**config.mk**
```make
export PLATFORM = sky130hd
export DESIGN_NAME = dual_port_pin_function_mux
export DESIGN_NICKNAME = d
export VERILOG_FILES = /design/src/hdl/pin_mux_pkg.sv /design/src/hdl/dual_port_pin_function_mux.sv
export SDC_FILE = /design/constraint.sdc
export NUM_CORES = 1
export LEC_CHECK = 0
export BUFFER_PORTS_ARGS = -buffer_cell sky130_fd_sc_hd__clkbuf_2
export CORE_ASPECT_RATIO = 1.75
export CORE_MARGIN = 5
export CORE_UTILIZATION = 30
export CTS_CLUSTER_DIAMETER = 50
export DETAILED_ROUTE_END_ITERATION = 10
export GPL_TIMING_DRIVEN = 1
export PLACE_DENSITY = 0.45
export SYNTH_ARGS = -nofsm -noshare
export SYNTH_HDL_FRONTEND = slang
export SYNTH_SLANG_ARGS = --single-unit
```
**constraint.sdc**
```tcl
create_clock -name clk_i -period 2.5 [get_ports clk_i]
set_input_delay 0.75 -clock clk_i [delete_from_list [all_inputs] [get_ports clk_i]]
set_output_delay 0.75 -clock clk_i [all_outputs]
set_load 0.05 [all_outputs]
```
**src/hdl/pin_mux_pkg.sv**
```systemverilog
// Constants and types shared by the dual port pin function block
package pin_mux_pkg;

  // Register index within one port, word addressed
  localparam logic [2:0] REG_INPUT = 3'h0;
  localparam logic [2:0] REG_OUTPUT = 3'h1;
  localparam logic [2:0] REG_DIRECTION = 3'h2;
  localparam logic [2:0] REG_IRQ_FLAG = 3'h3;
  localparam logic [2:0] REG_EDGE_SELECT = 3'h4;
  localparam logic [2:0] REG_IRQ_ENABLE = 3'h5;
  localparam logic [2:0] REG_FUNCTION_SELECT = 3'h6;
  // Word address bit that selects port 2
  localparam int PORT_ADDR_BIT = 3;
  localparam int ADDR_WIDTH = 4;

  localparam int PORT_WIDTH = 8;
  localparam int PORT2_PINS = 6;
  localparam logic [7:0] CTL_RESET = 8'h00;
  localparam logic [31:0] READ_DEFAULT = 32'h0000_0000;
  // Port 2 bits that can be set by a pad edge; 6 and 7 have no pad
  localparam logic [7:0] PORT2_EDGE_MASK = 8'h3f;
  // Bit 5 of port 2 that is taken over by the oscillator resistor
  localparam int OSC_RES_BIT = 5;

  typedef struct packed {
    logic [7:0] pin_function_select;
    logic [7:0] pin_direction;
    logic [7:0] pin_output_value;
    logic [7:0] pin_irq_flag;
    logic [7:0] pin_edge_select;
    logic [7:0] pin_irq_enable;
  } port_ctl_type;

  typedef struct packed {
    logic timer_ext_clock_in;
    logic timer_alt_clock_in;
    logic [2:0] capture_in_a;
    logic [1:0] capture_in_b;
  } timer_in_type;

  typedef struct packed {
    port_ctl_type [1:0] port;
    logic [1:0][7:0] meta;
    logic [1:0][7:0] sync;
    logic [1:0][7:0] prev;
    logic [1:0][7:0] pin_out;
    logic [1:0][7:0] pin_oe_n;
    timer_in_type timer;
    logic [1:0] irq;
    logic waitrequest;
    logic [31:0] readdata;
  } state_type;

endpackage

```
**src/hdl/dual_port_pin_function_mux.sv**
```systemverilog
// Two 8-bit digital I/O ports with peripheral function muxing
//
// Decided for this implementation: the Avalon-MM register port and the address map.
`timescale 1ns/100ps
// Behaviour
// - With function select on port 1 bits 0-3, bit 0 drives low and feeds the timer external clock, bits 1-3 drive compare outputs 0-2 and feed capture inputs A 0-2.
// - With function select on port 1 bits 4-7, bit 4 outputs the subsystem clock and bits 5-7 compare outputs 0-2, with no input to any module.
// - With function select on port 2 bits 0-4, bit 0 outputs the auxiliary clock, bit 1 drives low and feeds the alternate timer clock, bits 2-4 output compares 0-2, bits 2-3 feed capture inputs B 0-1.
// - While the external resistor select is set, port 2 bit 5 is cut from its pad, its module output is low and it feeds no module.
// - Port 2 bits 6 and 7 keep all control bits without pads, with a low module output and no module input.
// - The interrupt flags of port 2 bits 6 and 7 change only by software writes.
// - Pin direction comes from the direction bit, except port 2 bit 5, which the external resistor select forces to input.
module dual_port_pin_function_mux
  import pin_mux_pkg::*;
#(
  parameter int SYNC_STAGES = 2
) (
  // Clock and reset
  input wire logic clk_i,
  input wire logic rst_i,
  // Avalon-MM register slave
  input wire logic [ADDR_WIDTH-1:0] avs_address_i,
  input wire logic avs_read_i,
  input wire logic avs_write_i,
  input wire logic [31:0] avs_writedata_i,
  input wire logic [3:0] avs_byteenable_i,
  output logic [31:0] avs_readdata_o,
  output logic avs_waitrequest_o,
  // Port 1 pads
  input wire logic [7:0] pin1_in_i,
  output logic [7:0] pin1_out_o,
  output logic [7:0] pin1_oe_n_o,
  // Port 2 pads, bits 0 to 5
  input wire logic [PORT2_PINS-1:0] pin2_in_i,
  output logic [PORT2_PINS-1:0] pin2_out_o,
  output logic [PORT2_PINS-1:0] pin2_oe_n_o,
  // Timer and clock module
  input wire logic compare_output_0_i,
  input wire logic compare_output_1_i,
  input wire logic compare_output_2_i,
  input wire logic subsystem_clock_i,
  input wire logic aux_clock_i,
  input wire logic ext_resistor_osc_select_i,
  output logic timer_ext_clock_in_o,
  output logic timer_alt_clock_in_o,
  output logic capture_in_ch0_a_o,
  output logic capture_in_ch1_a_o,
  output logic capture_in_ch2_a_o,
  output logic capture_in_ch0_b_o,
  output logic capture_in_ch1_b_o,
  // Interrupt requests, one per port
  output logic port1_irq_o,
  output logic port2_irq_o
);

  // Elaboration check: the synchroniser depth is fixed at two flops
  if (SYNC_STAGES != 2) begin : g_sync_check
    $error("SYNC_STAGES must be 2");
  end

  state_type st_r;
  state_type st_nxt;

  logic [1:0][7:0] pad_in;
  logic [1:0][7:0] module_out;
  logic [1:0][7:0] edge_mask;
  logic [2:0] compare_out;
  logic port_sel;
  logic [2:0] reg_idx;
  logic wr_take;
  logic rd_start;
  logic [7:0] wdata;

  //////////////////////////////////////////////////////////////////////////
  // Pad and module routing
  always_comb begin
    compare_out = {compare_output_2_i, compare_output_1_i,
      compare_output_0_i};
    pad_in[0] = pin1_in_i;
    // Unbonded bits read as zero; a cut pad feeds nothing in
    pad_in[1] = {2'b00, pin2_in_i};
    if (ext_resistor_osc_select_i) begin
      pad_in[1][OSC_RES_BIT] = 1'b0;
    end
    module_out[0] = {compare_out, subsystem_clock_i, compare_out,
      1'b0};
    // Bits 5 to 7 of port 2 carry a constant low
    module_out[1] = {3'b000, compare_out, 1'b0, aux_clock_i};
    edge_mask[0] = 8'hff;
    edge_mask[1] = PORT2_EDGE_MASK;
    if (ext_resistor_osc_select_i) begin
      edge_mask[1][OSC_RES_BIT] = 1'b0;
    end
  end

  assign port_sel = avs_address_i[PORT_ADDR_BIT];
  assign reg_idx = avs_address_i[2:0];
  // A write lands on the one edge where waitrequest is seen low
  assign wr_take = avs_write_i && !st_r.waitrequest;
  assign rd_start = avs_read_i && st_r.waitrequest;
  assign wdata = avs_writedata_i[7:0];

  //////////////////////////////////////////////////////////////////////////
  // Next state
  always_comb begin
    logic [7:0] edge_seen;
    logic [7:0] sel;
    edge_seen = 8'h00;
    sel = 8'h00;
    st_nxt = st_r;
    // Two-flop synchronisers; meta is read only by sync
    st_nxt.meta = pad_in;
    st_nxt.sync = st_r.meta;
    st_nxt.prev = st_r.sync;

    for (int p = 0; p < 2; p++) begin
      // Rising when edge select clear, falling when set
      edge_seen = ((st_r.sync[p] & ~st_r.prev[p] &
        ~st_r.port[p].pin_edge_select) |
        (~st_r.sync[p] & st_r.prev[p] &
        st_r.port[p].pin_edge_select)) & edge_mask[p];
      if (wr_take && avs_byteenable_i[0] && (port_sel == p[0])) begin
        unique case (reg_idx)
          REG_OUTPUT: st_nxt.port[p].pin_output_value = wdata;
          REG_DIRECTION: st_nxt.port[p].pin_direction = wdata;
          REG_IRQ_FLAG: st_nxt.port[p].pin_irq_flag = wdata;
          REG_EDGE_SELECT: st_nxt.port[p].pin_edge_select = wdata;
          REG_IRQ_ENABLE: st_nxt.port[p].pin_irq_enable = wdata;
          REG_FUNCTION_SELECT: st_nxt.port[p].pin_function_select = wdata;
          default: ;
        endcase
      end
      // A pad edge wins over a clearing write in the same cycle
      st_nxt.port[p].pin_irq_flag = st_nxt.port[p].pin_irq_flag |
        edge_seen;
      st_nxt.irq[p] = |(st_nxt.port[p].pin_irq_flag &
        st_nxt.port[p].pin_irq_enable);

      sel = st_r.port[p].pin_function_select;
      st_nxt.pin_out[p] = (sel & module_out[p]) |
        (~sel & st_r.port[p].pin_output_value);
      st_nxt.pin_oe_n[p] = ~st_r.port[p].pin_direction;
    end
    if (ext_resistor_osc_select_i) begin
      st_nxt.pin_out[1][OSC_RES_BIT] = 1'b0;
      st_nxt.pin_oe_n[1][OSC_RES_BIT] = 1'b1;
    end

    // Module inputs: only the selected pins feed the timer
    st_nxt.timer.timer_ext_clock_in = st_r.port[0].pin_function_select[0]
      & st_r.sync[0][0];
    st_nxt.timer.capture_in_a = st_r.port[0].pin_function_select[3:1]
      & st_r.sync[0][3:1];
    st_nxt.timer.timer_alt_clock_in = st_r.port[1].pin_function_select[1]
      & st_r.sync[1][1];
    st_nxt.timer.capture_in_b = st_r.port[1].pin_function_select[3:2]
      & st_r.sync[1][3:2];

    // Bus: waitrequest drops for exactly one cycle per request
    if (!st_r.waitrequest) begin
      st_nxt.waitrequest = 1'b1;
    end else if (avs_read_i || avs_write_i) begin
      st_nxt.waitrequest = 1'b0;
    end
    if (rd_start) begin
      st_nxt.readdata = READ_DEFAULT;
      unique case (reg_idx)
        REG_INPUT: st_nxt.readdata[7:0] = st_r.sync[port_sel];
        REG_OUTPUT:
          st_nxt.readdata[7:0] = st_r.port[port_sel].pin_output_value;
        REG_DIRECTION:
          st_nxt.readdata[7:0] = st_r.port[port_sel].pin_direction;
        REG_IRQ_FLAG:
          st_nxt.readdata[7:0] = st_r.port[port_sel].pin_irq_flag;
        REG_EDGE_SELECT:
          st_nxt.readdata[7:0] = st_r.port[port_sel].pin_edge_select;
        REG_IRQ_ENABLE:
          st_nxt.readdata[7:0] = st_r.port[port_sel].pin_irq_enable;
        REG_FUNCTION_SELECT:
          st_nxt.readdata[7:0] = st_r.port[port_sel].pin_function_select;
        default: st_nxt.readdata = READ_DEFAULT;
      endcase
    end

    if (rst_i) begin
      st_nxt = '0;
      for (int p = 0; p < 2; p++) begin
        st_nxt.port[p] = {6{CTL_RESET}};
        st_nxt.pin_oe_n[p] = 8'hff;
      end
      st_nxt.waitrequest = 1'b1;
      // Synchronisers run on through reset, so a pad held high is
      // not taken for a fresh edge once reset drops
      st_nxt.meta = pad_in;
      st_nxt.sync = st_r.meta;
      st_nxt.prev = st_r.sync;
    end
  end

  always_ff @(posedge clk_i) begin
    st_r <= st_nxt;
  end

  //////////////////////////////////////////////////////////////////////////
  // Outputs
  assign avs_readdata_o = st_r.readdata;
  assign avs_waitrequest_o = st_r.waitrequest;
  assign pin1_out_o = st_r.pin_out[0];
  assign pin1_oe_n_o = st_r.pin_oe_n[0];
  assign pin2_out_o = st_r.pin_out[1][PORT2_PINS-1:0];
  assign pin2_oe_n_o = st_r.pin_oe_n[1][PORT2_PINS-1:0];
  assign timer_ext_clock_in_o = st_r.timer.timer_ext_clock_in;
  assign timer_alt_clock_in_o = st_r.timer.timer_alt_clock_in;
  assign capture_in_ch0_a_o = st_r.timer.capture_in_a[0];
  assign capture_in_ch1_a_o = st_r.timer.capture_in_a[1];
  assign capture_in_ch2_a_o = st_r.timer.capture_in_a[2];
  assign capture_in_ch0_b_o = st_r.timer.capture_in_b[0];
  assign capture_in_ch1_b_o = st_r.timer.capture_in_b[1];
  assign port1_irq_o = st_r.irq[0];
  assign port2_irq_o = st_r.irq[1];
endmodule // dual_port_pin_function_mux

```
==> results of run 1 <==
-- per-stage QoR --
| step | util (%) | hold WS (ps) |
|---|---|---|
| global placement | 32.8 | 311 |
| detailed placement | 32.8 | 312 |
| global route | 35.1 | 338 |
| CTS | 35.1 | 328 |
| finish | 35.1 | 326 |
| floorplan | - | 310 |
-- path summary, 6_finish.rpt --
| kind | depth (start not counted) | to | start |
|---|---|---|---|
| max | 7 | port2_irq_o | avs_address_i[0] |
| min | 0 | st_r[92] | st_r[108] |
| max reg2reg | 6 | port2_irq_o | avs_waitrequest_o |
| min reg2reg | 0 | st_r[92] | st_r[108] |
-- flip-flops by register name, summed over array words and instances (netlist names), 6 cells and up --
name / count
avs_readdata_o: 8
pin1_oe_n_o: 8
pin1_out_o: 8
pin2_oe_n_o: 6
pin2_out_o: 6
st_r: 138
-- cell families (layout without fill, tap and decap cells) --
family	count (synthesis)	after routing	share of synthesized area, %
AOI/OAI and AO/OA	191	191	15.1
buffers and inverters	119	170	9.98
DFF	184	184	47.5
muxes	64	64	8.40
other	1	24	0.0483
and+or+nand+nor	285	285	19.0
-- final cells by class --
| class | count | area (µm²) | share of cell area (%) |
|---|---|---|---|
| clock buffer | 20 | 467 | 5.16 |
| clock inverter | 10 | 123 | 1.36 |
| tap | 320 | 400 | 4.43 |
| multi-input combinational | 564 | 3390 | 37.5 |
| sequential | 184 | 3680 | 40.7 |
| timing repair buffer | 139 | 978 | 10.8 |
| inverter | 1 | 3.75 | 0.0415 |
-- cells in the final DEF (no fill, tap or decap), drive strengths merged, types with 6 or more instances in the layout --
master | netlist | final
nand3b | 12 | 12
clkbuf | 26 | 101
conb | 1 | 24
buf | 92 | 58
nand3 | 64 | 64
and3 | 15 | 15
mux2i | 55 | 55
a22oi | 6 | 6
nor3b | 10 | 10
o21ai | 26 | 26
mux2 | 9 | 9
a21oi | 93 | 93
a221oi | 6 | 6
nand2b | 8 | 8
a211oi | 10 | 10
o22ai | 12 | 12
dfxtp | 184 | 184
nor2b | 9 | 9
nor2 | 36 | 36
nand2 | 112 | 112
-- worst max-delay path, stage by stage --
cell       delay (ps)
clkbuf_2          210
and3b_1           300
buf_12            170
and3_1            160
a211oi_1          290
a2bb2oi_1         340
a41oi_1           150
-- report_power, final --
group	total (mW)	internal, mW	switching (mW)
sequential	3.04	2.99	0.0424
combinational	0.532	0.166	0.366
clock	2.74	1.54	1.20
-- per-layer routing --
metal | global-route usage (%) | vias up
met2 | 30.5 | 162
met1 | 18.1 | 2915
met4 | 8.67 | 0
met3 | 3.24 | 47
li1 | - | 3013
met5 | 0 | -
==> results.tsv, run 1 <==
metric	value	unit
status	completed	
pre-CTS setup slack	-24.0	ps
worst setup path class	in2reg	
RSZ-0062 raised after global routing	no	
Crit Path Max Fanout	15	
worst hold path type	reg2reg	
post-synthesis cell count	844	
post-route setup TNS	0	ps
Placer Congestion	0.830	
mapped cell area	0.00776	mm²
CORE AREA	0.0258	mm²
DRC Markers	0	
crit path launch type	input pin	
flops & latches, synth	184	
met1 WL	9430	µm
Top Layer Used	met4	
Leakage	3.54	nW
first-pass GRT wire length	37100	µm
post-route worst setup slack	441	ps
largest net degree at the start of global routing	119	
initial antenna violation count	0	
Via Count	6137	
starting density of the core	30.1	%
max-slew violations	0	
Synth async-reset ratio	0	%
I/O Buffers	82	
fin cells	1238	
Req. time, crit path	2810	ps
Reg clk slew, reported paths	70	ps
Max Clock Skew	9.57	ps
final WL	24600	µm
most common cell in the netlist	dfxtp_1	
Sink Count	184	
I/O pin count	134	
synth top area cells	dfxtp_1, mux2i_1, buf_4	
CTS tree	built	
Final setup viols	0	
areal power density over the cells	698	mW/mm²
Clock Path Buffers	2	
ANT nets after route	0	
Area Overhead vs Synth	16.5	%
# fillers	2697	
Placed Instance Area	0.00845	mm²
Final Cycle Share	82.4	%
TritonCTS Buffers	17	
GR Overflow Total	0	
met3 WL	1020	µm
Site Rows	78	
DP Cell Count	1208	
die area	0.0293	mm²
Main synth FF type	dfxtp_1	
Vias/cell	4.96	
synth unique cells	58	
Slew @ Worst Pin	548	ps
Critical Path End Type	flip-flop	
register area share after synthesis	47.5	%
Max Freq	486	MHz
IR drop worst, VDD	0.000457	V
CP Data Arrival Time	2370	ps
Post-CTS Setup Bufs	0	
Clock Latency Late Sink	460	ps
number of gates resized after cts	0	
final hold vios	0	
detailed placer's ending HPWL	18000	µm
top cells by count, synth	dfxtp_1, nand2_1, a21oi_1	
Routed wire per std cell	19.8	µm
Root Driver	clkbuf_16	
synth warn	0	
fin crit period	2060	ps
DR pass1 iterations	5	
cell area after layout	0.00904	mm²
ant diodes	0	
# H-tree levels	4	
Max-cap violations	0	
# nets final	971	
number of synthesized flops with an enable pin	0	
post-synth top area cell	dfxtp_1	
share of layout cells above drive strength 1	21.0	%
chip height	223	µm
Post-CTS Hold Buffers	0	
vias in the first global route	6077	
WL met2	13100	µm
syn_area_per_cell	9.19	µm²
Overall Global Routing Usage	16.7	%
Slew HR	63.4	%
total chip power	6.31	mW
initial DRC count	436	
Synth top area share	47.5	%
DIE WIDTH	132	µm
flop-to-flop setup slack	560	ps
Power figures use the tool's default switching activity.
==> inputs of run 2 (changes only) <==
PLACE_DENSITY = 0.47   (was 0.45)
clock period = 1.7 ns   (was 2.5 ns; I/O delays follow)
==> results.tsv, run 2 (synthesis gave the netlist of run 1 again) <==
metric	value	unit	change
TritonCTS Buffers	17		unchanged
Sink Count	184		unchanged
Hold Path Stages	1		+1
# nets final	1046		+7.7%
die area	0.0293	mm²	unchanged
starting density of the core	30.1	%	unchanged
final WL	25400	µm	+3.3%
worst hold path type	in2reg		
Slew HR	62.5	%	-0.94 points
DRC Markers	0		unchanged
initial antenna violation count	0		unchanged
Site Rows	78		unchanged
crit path launch type	flip-flop		
Max-cap violations	0		unchanged
Max Clock Skew	13.9	ps	+4.37 ps
# H-tree levels	4		unchanged
status	finished, violations left		
fin crit period	1730	ps	
I/O pin count	134		unchanged
Overall Global Routing Usage	17.0	%	+0.28 points
total chip power	9.46	mW	+50%
commonest non-fill, non-tap cell in the layout	dfxtp_1		
R2R cell count	7		+1
Reg-to-Reg End	port1_irq_o		
Clock Latency Late Sink	460	ps	about the same
ant diodes	0		unchanged
Crit Path Max Fanout	11		-4
cell area after layout	0.00978	mm²	+8.2%
pre-CTS setup slack	-562	ps	-538 ps
Placer Congestion	0.871		+5.0%
largest net degree at the start of global routing	77		-35%
largest reg by FF count	st_r		
max-slew violations	0		unchanged
Root Driver	clkbuf_16		
failing checks	negative setup slack		
GR Overflow Total	0		unchanged
DR pass1 iterations	5		unchanged
max reg flops	138		unchanged
Final setup viols	2		+2
Req. time, crit path	2020	ps	-790 ps
IR drop worst, VDD	0.000703	V	+54%
most frequent cells in the layout	dfxtp_1, buf_4, nand2_1		
DIE WIDTH	132	µm	unchanged
post-route worst setup slack	-29.2	ps	-470 ps
Post-CTS Hold Buffers	0		unchanged
Vias/cell	4.90		-1.2%
ANT nets after route	0		unchanged
Routed wire per std cell	19.3	µm	-2.7%
CTS tree	built		
chip height	223	µm	unchanged
detailed placer's ending HPWL	19100	µm	+6.3%
share of layout cells above drive strength 1	28.9	%	+7.9 points
Crit Reg-Reg Startpoint	avs_waitrequest_o		
Max Freq	578	MHz	
Area Overhead vs Synth	26.1	%	
vias in the first global route	6291		+3.5%
worst setup path class	reg2reg		
WHS Endpoint	st_r[118]		
Reg clk slew, reported paths	70	ps	about the same
HP Start	pin2_in_i[4]		
CORE AREA	0.0258	mm²	unchanged
first-pass GRT wire length	37900	µm	+2.2%
CP Data Arrival Time	2050	ps	-320 ps
Via Count	6439		+4.9%
Critical Path End Type	flip-flop		
Placed Instance Area	0.00905	mm²	+7.0%
areal power density over the cells	967	mW/mm²	+39%
Slew @ Worst Pin	557	ps	+8.16 ps
final hold vios	0		unchanged
initial DRC count	468		+7.3%
Clock Path Buffers	2		unchanged
Leakage	3.95	nW	+12%
Final Cycle Share	102	%	
RSZ-0062 raised after global routing	yes		
I/O Buffers	82		unchanged
flop-to-flop setup slack	-30	ps	-590 ps
[run 2: cell types whose count changed in the layout (fill, tap and decap cells not counted), sizes merged]
cell	delta
buf	+74
clkbuf	+4
clkinv	-4
clkinvlp	+1
inv	+2
[run 2: metal layers]
metal  part of all wire, %  track usage (%)  wire length [µm]  up-vias
li1                      -                -                 -     3168
met1                    39             18.7              9920     3069
met2                    54             31.2             13600      167
met3                   3.7             3.31               945       35
met4                   3.6             7.71               915        0
met5                     0                0                 0        -
[run 2: area by class of cell]
| cell class | count | area (µm²) |
|---|---|---|
| clock buffer | 23 | 488 |
| clock inverter | 9 | 113 |
| fill | 2722 | 16000 |
| inverter | 1 | 3.75 |
| multi-input combinational | 564 | 3480 |
| sequential | 184 | 3690 |
| tap | 320 | 400 |
| timing repair buffer | 214 | 1610 |
[run 2: how the worst max path moves through the flow]
stage                     depth (start not counted)           endpoint  slack (ps)              start
after global routing                              7        port1_irq_o         -90  avs_waitrequest_o
after floorplan                                   7        port1_irq_o        -110   avs_address_i[3]
after CTS                                         7        port1_irq_o         -60  avs_waitrequest_o
after global placement                            8  avs_readdata_o[0]        -560   avs_address_i[3]
final                                             7        port1_irq_o         -30  avs_waitrequest_o
after detailed placement                          8  avs_readdata_o[0]        -560   avs_address_i[3]
[run 2: per-stage QoR]
step	cells	utilization, %	setup TNS (ps)	hold slack (ps)
floorplan	867	-	-1070	310
global placement	1280	35.1	-21090	311
detailed placement	1280	35.1	-22810	312
CTS	1312	37.6	-111	126
global route	1315	38.0	-181	131
finish	1315	38.0	-36.9	152
[run 2: power by group]
part | switching, mW | internal [mW]
Combinational | 0.567 | 0.345
Clock | 1.76 | 2.33
Sequential | 0.0647 | 4.40
Total | 2.39 | 7.08
[run 2: critical path, stage by stage, from the launching register on]
cell	delay, ps
dfxtp_2	340
and4bb_2	250
buf_12	150
buf_4	140
and3_4	170
a211oi_2	190
o22a_1	230
a41oi_2	120
[run 2: timing repair]
action	4_1_cts	5_1_grt
gates cloned	0	1
endpoints found under the setup margin	7	12
buffers inserted	0	2
resized for setup	13	11
pin swaps	0	3
==> inputs of run 3 (changes only) <==
ABC_AREA = 1   (was not set)
BUFFER_PORTS_ARGS = not set   (was -buffer_cell sky130_fd_sc_hd__clkbuf_2)
DONT_BUFFER_PORTS = 1   (was not set)
PLACE_DENSITY = 0.42   (was 0.47)
==> results.tsv, run 3 <==
metric	value	unit	change
status	completed		
Leakage	3.75	nW	-5.1%
Crit Path Max Fanout	2		-9
chip height	221	µm	-0.77%
post-synthesis mux area share	0	%	-8.4 points
Root Driver	clkbuf_16		
number of synthesized flops with an enable pin	0		unchanged
ant diodes	0		unchanged
Synth Area in XOR/XNOR	0	%	unchanged
# nets final	1133		+8.3%
Post-CTS Hold Buffers	0		unchanged
Via Count	6316		-1.9%
detailed placer's ending HPWL	18000	µm	-6.0%
Main synth FF type	dfxtp_1		
register area share after synthesis	48.2	%	+0.77 points
initial antenna violation count	0		unchanged
Overall Global Routing Usage	17.1	%	+0.11 points
CORE AREA	0.0252	mm²	-2.0%
RSZ-0062 raised after global routing	yes		
Stages on worst setup path	0		-7
Area Overhead vs Synth	14.5	%	
Max Freq	604	MHz	+4.5%
Post-Synth Simple-Gate Area	21.9	%	+2.9 points
flops & latches, synth	184		unchanged
largest family of logic cells by synthesized area	simple AND/OR/NAND/NOR gates		
first-pass GRT wire length	36700	µm	-3.1%
synth unique cells	29		-50%
worst hold path type	in2reg		
commonest non-fill, non-tap cell in the layout	nand2_1		
Placer Congestion	0.867		-0.47%
CTS tree	built		
Slew HR	61.0	%	-1.6 points
top cells by count, synth	nand2_1, dfxtp_1, o21ai_0		
GR Overflow Total	0		unchanged
die area	0.0289	mm²	-1.5%
# H-tree levels	4		unchanged
most frequent cells in the layout	nand2_1, dfxtp_1, o21ai_0		
Compound-Gate Fraction of Synth Area	16.3	%	+1.2 points
Placed Instance Area	0.00817	mm²	-9.7%
Sink Count	184		unchanged
mapped cell area	0.00764	mm²	-1.6%
syn_area_per_cell	7.34	µm²	-20%
ANT nets after route	0		unchanged
Site Rows	77		-1.3%
vias in the first global route	6275		-0.25%
Final Cycle Share	97.4	%	-4.3 points
post-synth top area cell	dfxtp_1		
max-slew violations	0		unchanged
initial DRC count	263		-44%
largest reg by FF count	st_r		
Hold Path Stages	0		-1
final core utilization	34.6	%	-3.4 points
Routed wire per std cell	17.0	µm	-12%
Final setup viols	0		-2
Synth top area share	48.2	%	+0.77 points
post-synthesis cell count	1041		+23%
final hold vios	0		unchanged
I/O pin count	134		unchanged
pre-CTS setup slack	-131	ps	+431 ps
Vias/cell	4.52		-7.7%
fin crit period	1660	ps	-73.7 ps
Post-Synth Adder-Cell Area	0	%	unchanged
Reg clk slew, reported paths	70	ps	about the same
most common cell in the netlist	nand2_1		
starting density of the core	30.3	%	+0.13 points
Synth async-reset ratio	0	%	unchanged
post-route setup TNS	0	ps	+36.9 ps
post-route worst setup slack	44.5	ps	+73.7 ps
Clock Path Buffers	2		unchanged
crit path launch type	flip-flop		
DRC Markers	0		unchanged
Slew @ Worst Pin	585	ps	+28.4 ps
max reg flops	138		unchanged
R2R cell count	9		+2
Critical Path End Type	primary output		
synth warn	0		unchanged
DR pass1 iterations	4		-1
cell area after layout	0.00874	mm²	-11%
I/O Buffers	0		-100%
DIE WIDTH	131	µm	-0.74%
CP Data Arrival Time	1150	ps	-900 ps
largest net degree at the start of global routing	77		unchanged
IR drop worst, VDD	0.000632	V	-10%
Fin Hold WS	78.1	ps	-74.0 ps
TritonCTS Buffers	17		unchanged
final WL	23800	µm	-6.3%
synth top area cells	dfxtp_1, nand2_1, o21ai_0		
Req. time, crit path	1190	ps	-830 ps
share of layout cells above drive strength 1	13.1	%	-16 points
areal power density over the cells	1030	mW/mm²	+6.2%
Max Clock Skew	8.91	ps	-5.03 ps
worst setup path class	reg2out		
Clock Latency Late Sink	450	ps	about the same
Max-cap violations	0		unchanged
==> run 3: layout make-up <==
type	count	area, µm²
Clock inverter	10	93.8
Sequential cell	184	3680
Timing Repair Buffer	87	691
Multi-Input combinational cell	674	3010
Tap cell	316	395
Clock buffer	21	470
Inverter	105	394
Fill cell	2761	16500
==> run 3: what timing repair did <==
| action | CTS | global route |
|---|---|---|
| endpoints found under the setup margin | 0 | 3 |
| setup buffers | 0 | 0 |
| resized for setup | 0 | 1 |
==> run 3: stage by stage <==
stage	power, mW	instances
2_1_floorplan	5.04	1064
3_3_place_gp	5.17	1366
3_5_place_dp	5.17	1366
4_1_cts	9.14	1397
5_1_grt	9.38	1397
6_report	8.98	1397
==> run 3: metal layers <==
layer  track usage, %  up-vias  wire length (µm)
met1             18.4     2842              9130
li1                 -     3301                 -
met3             4.73       33              1200
met4             7.07        0               751
met5                0        -                 0
met2             30.7      140             12700
==> run 3: power by group <==
group          switching [mW]  internal (mW)
clock                    1.78           2.13
combinational           0.403          0.177
sequential             0.0840           4.40
==> run 3: cell families (layout without fill, tap and decap cells) <==
kind of cell    Yosys count  in the layout
simple gates            406            406
compound gates          244            244
buf+inv                 206            223
flops                   184            184
other cells               1             24
==> run 3: worst paths after layout <==
kind / from / to / slack (ps)
worst max-delay path: avs_readdata_o[0] / avs_readdata_o[0] / 40
worst min-delay path: pin1_in_i[5] / st_r[111] / 80
worst max register to register: avs_waitrequest_o / port1_irq_o / 100
worst min register to register: st_r[116] / st_r[100] / 330
==> run 3: worst register-to-register path: stages, from the launching register on <==
cell     delay, ps
dfxtp_1        360
nor3_2         290
buf_4          230
nand2_1         80
nand2_1         80
nand2_1         90
nand2_1        150
nand2_1         70
nor2_1          80
a21oi_1         70
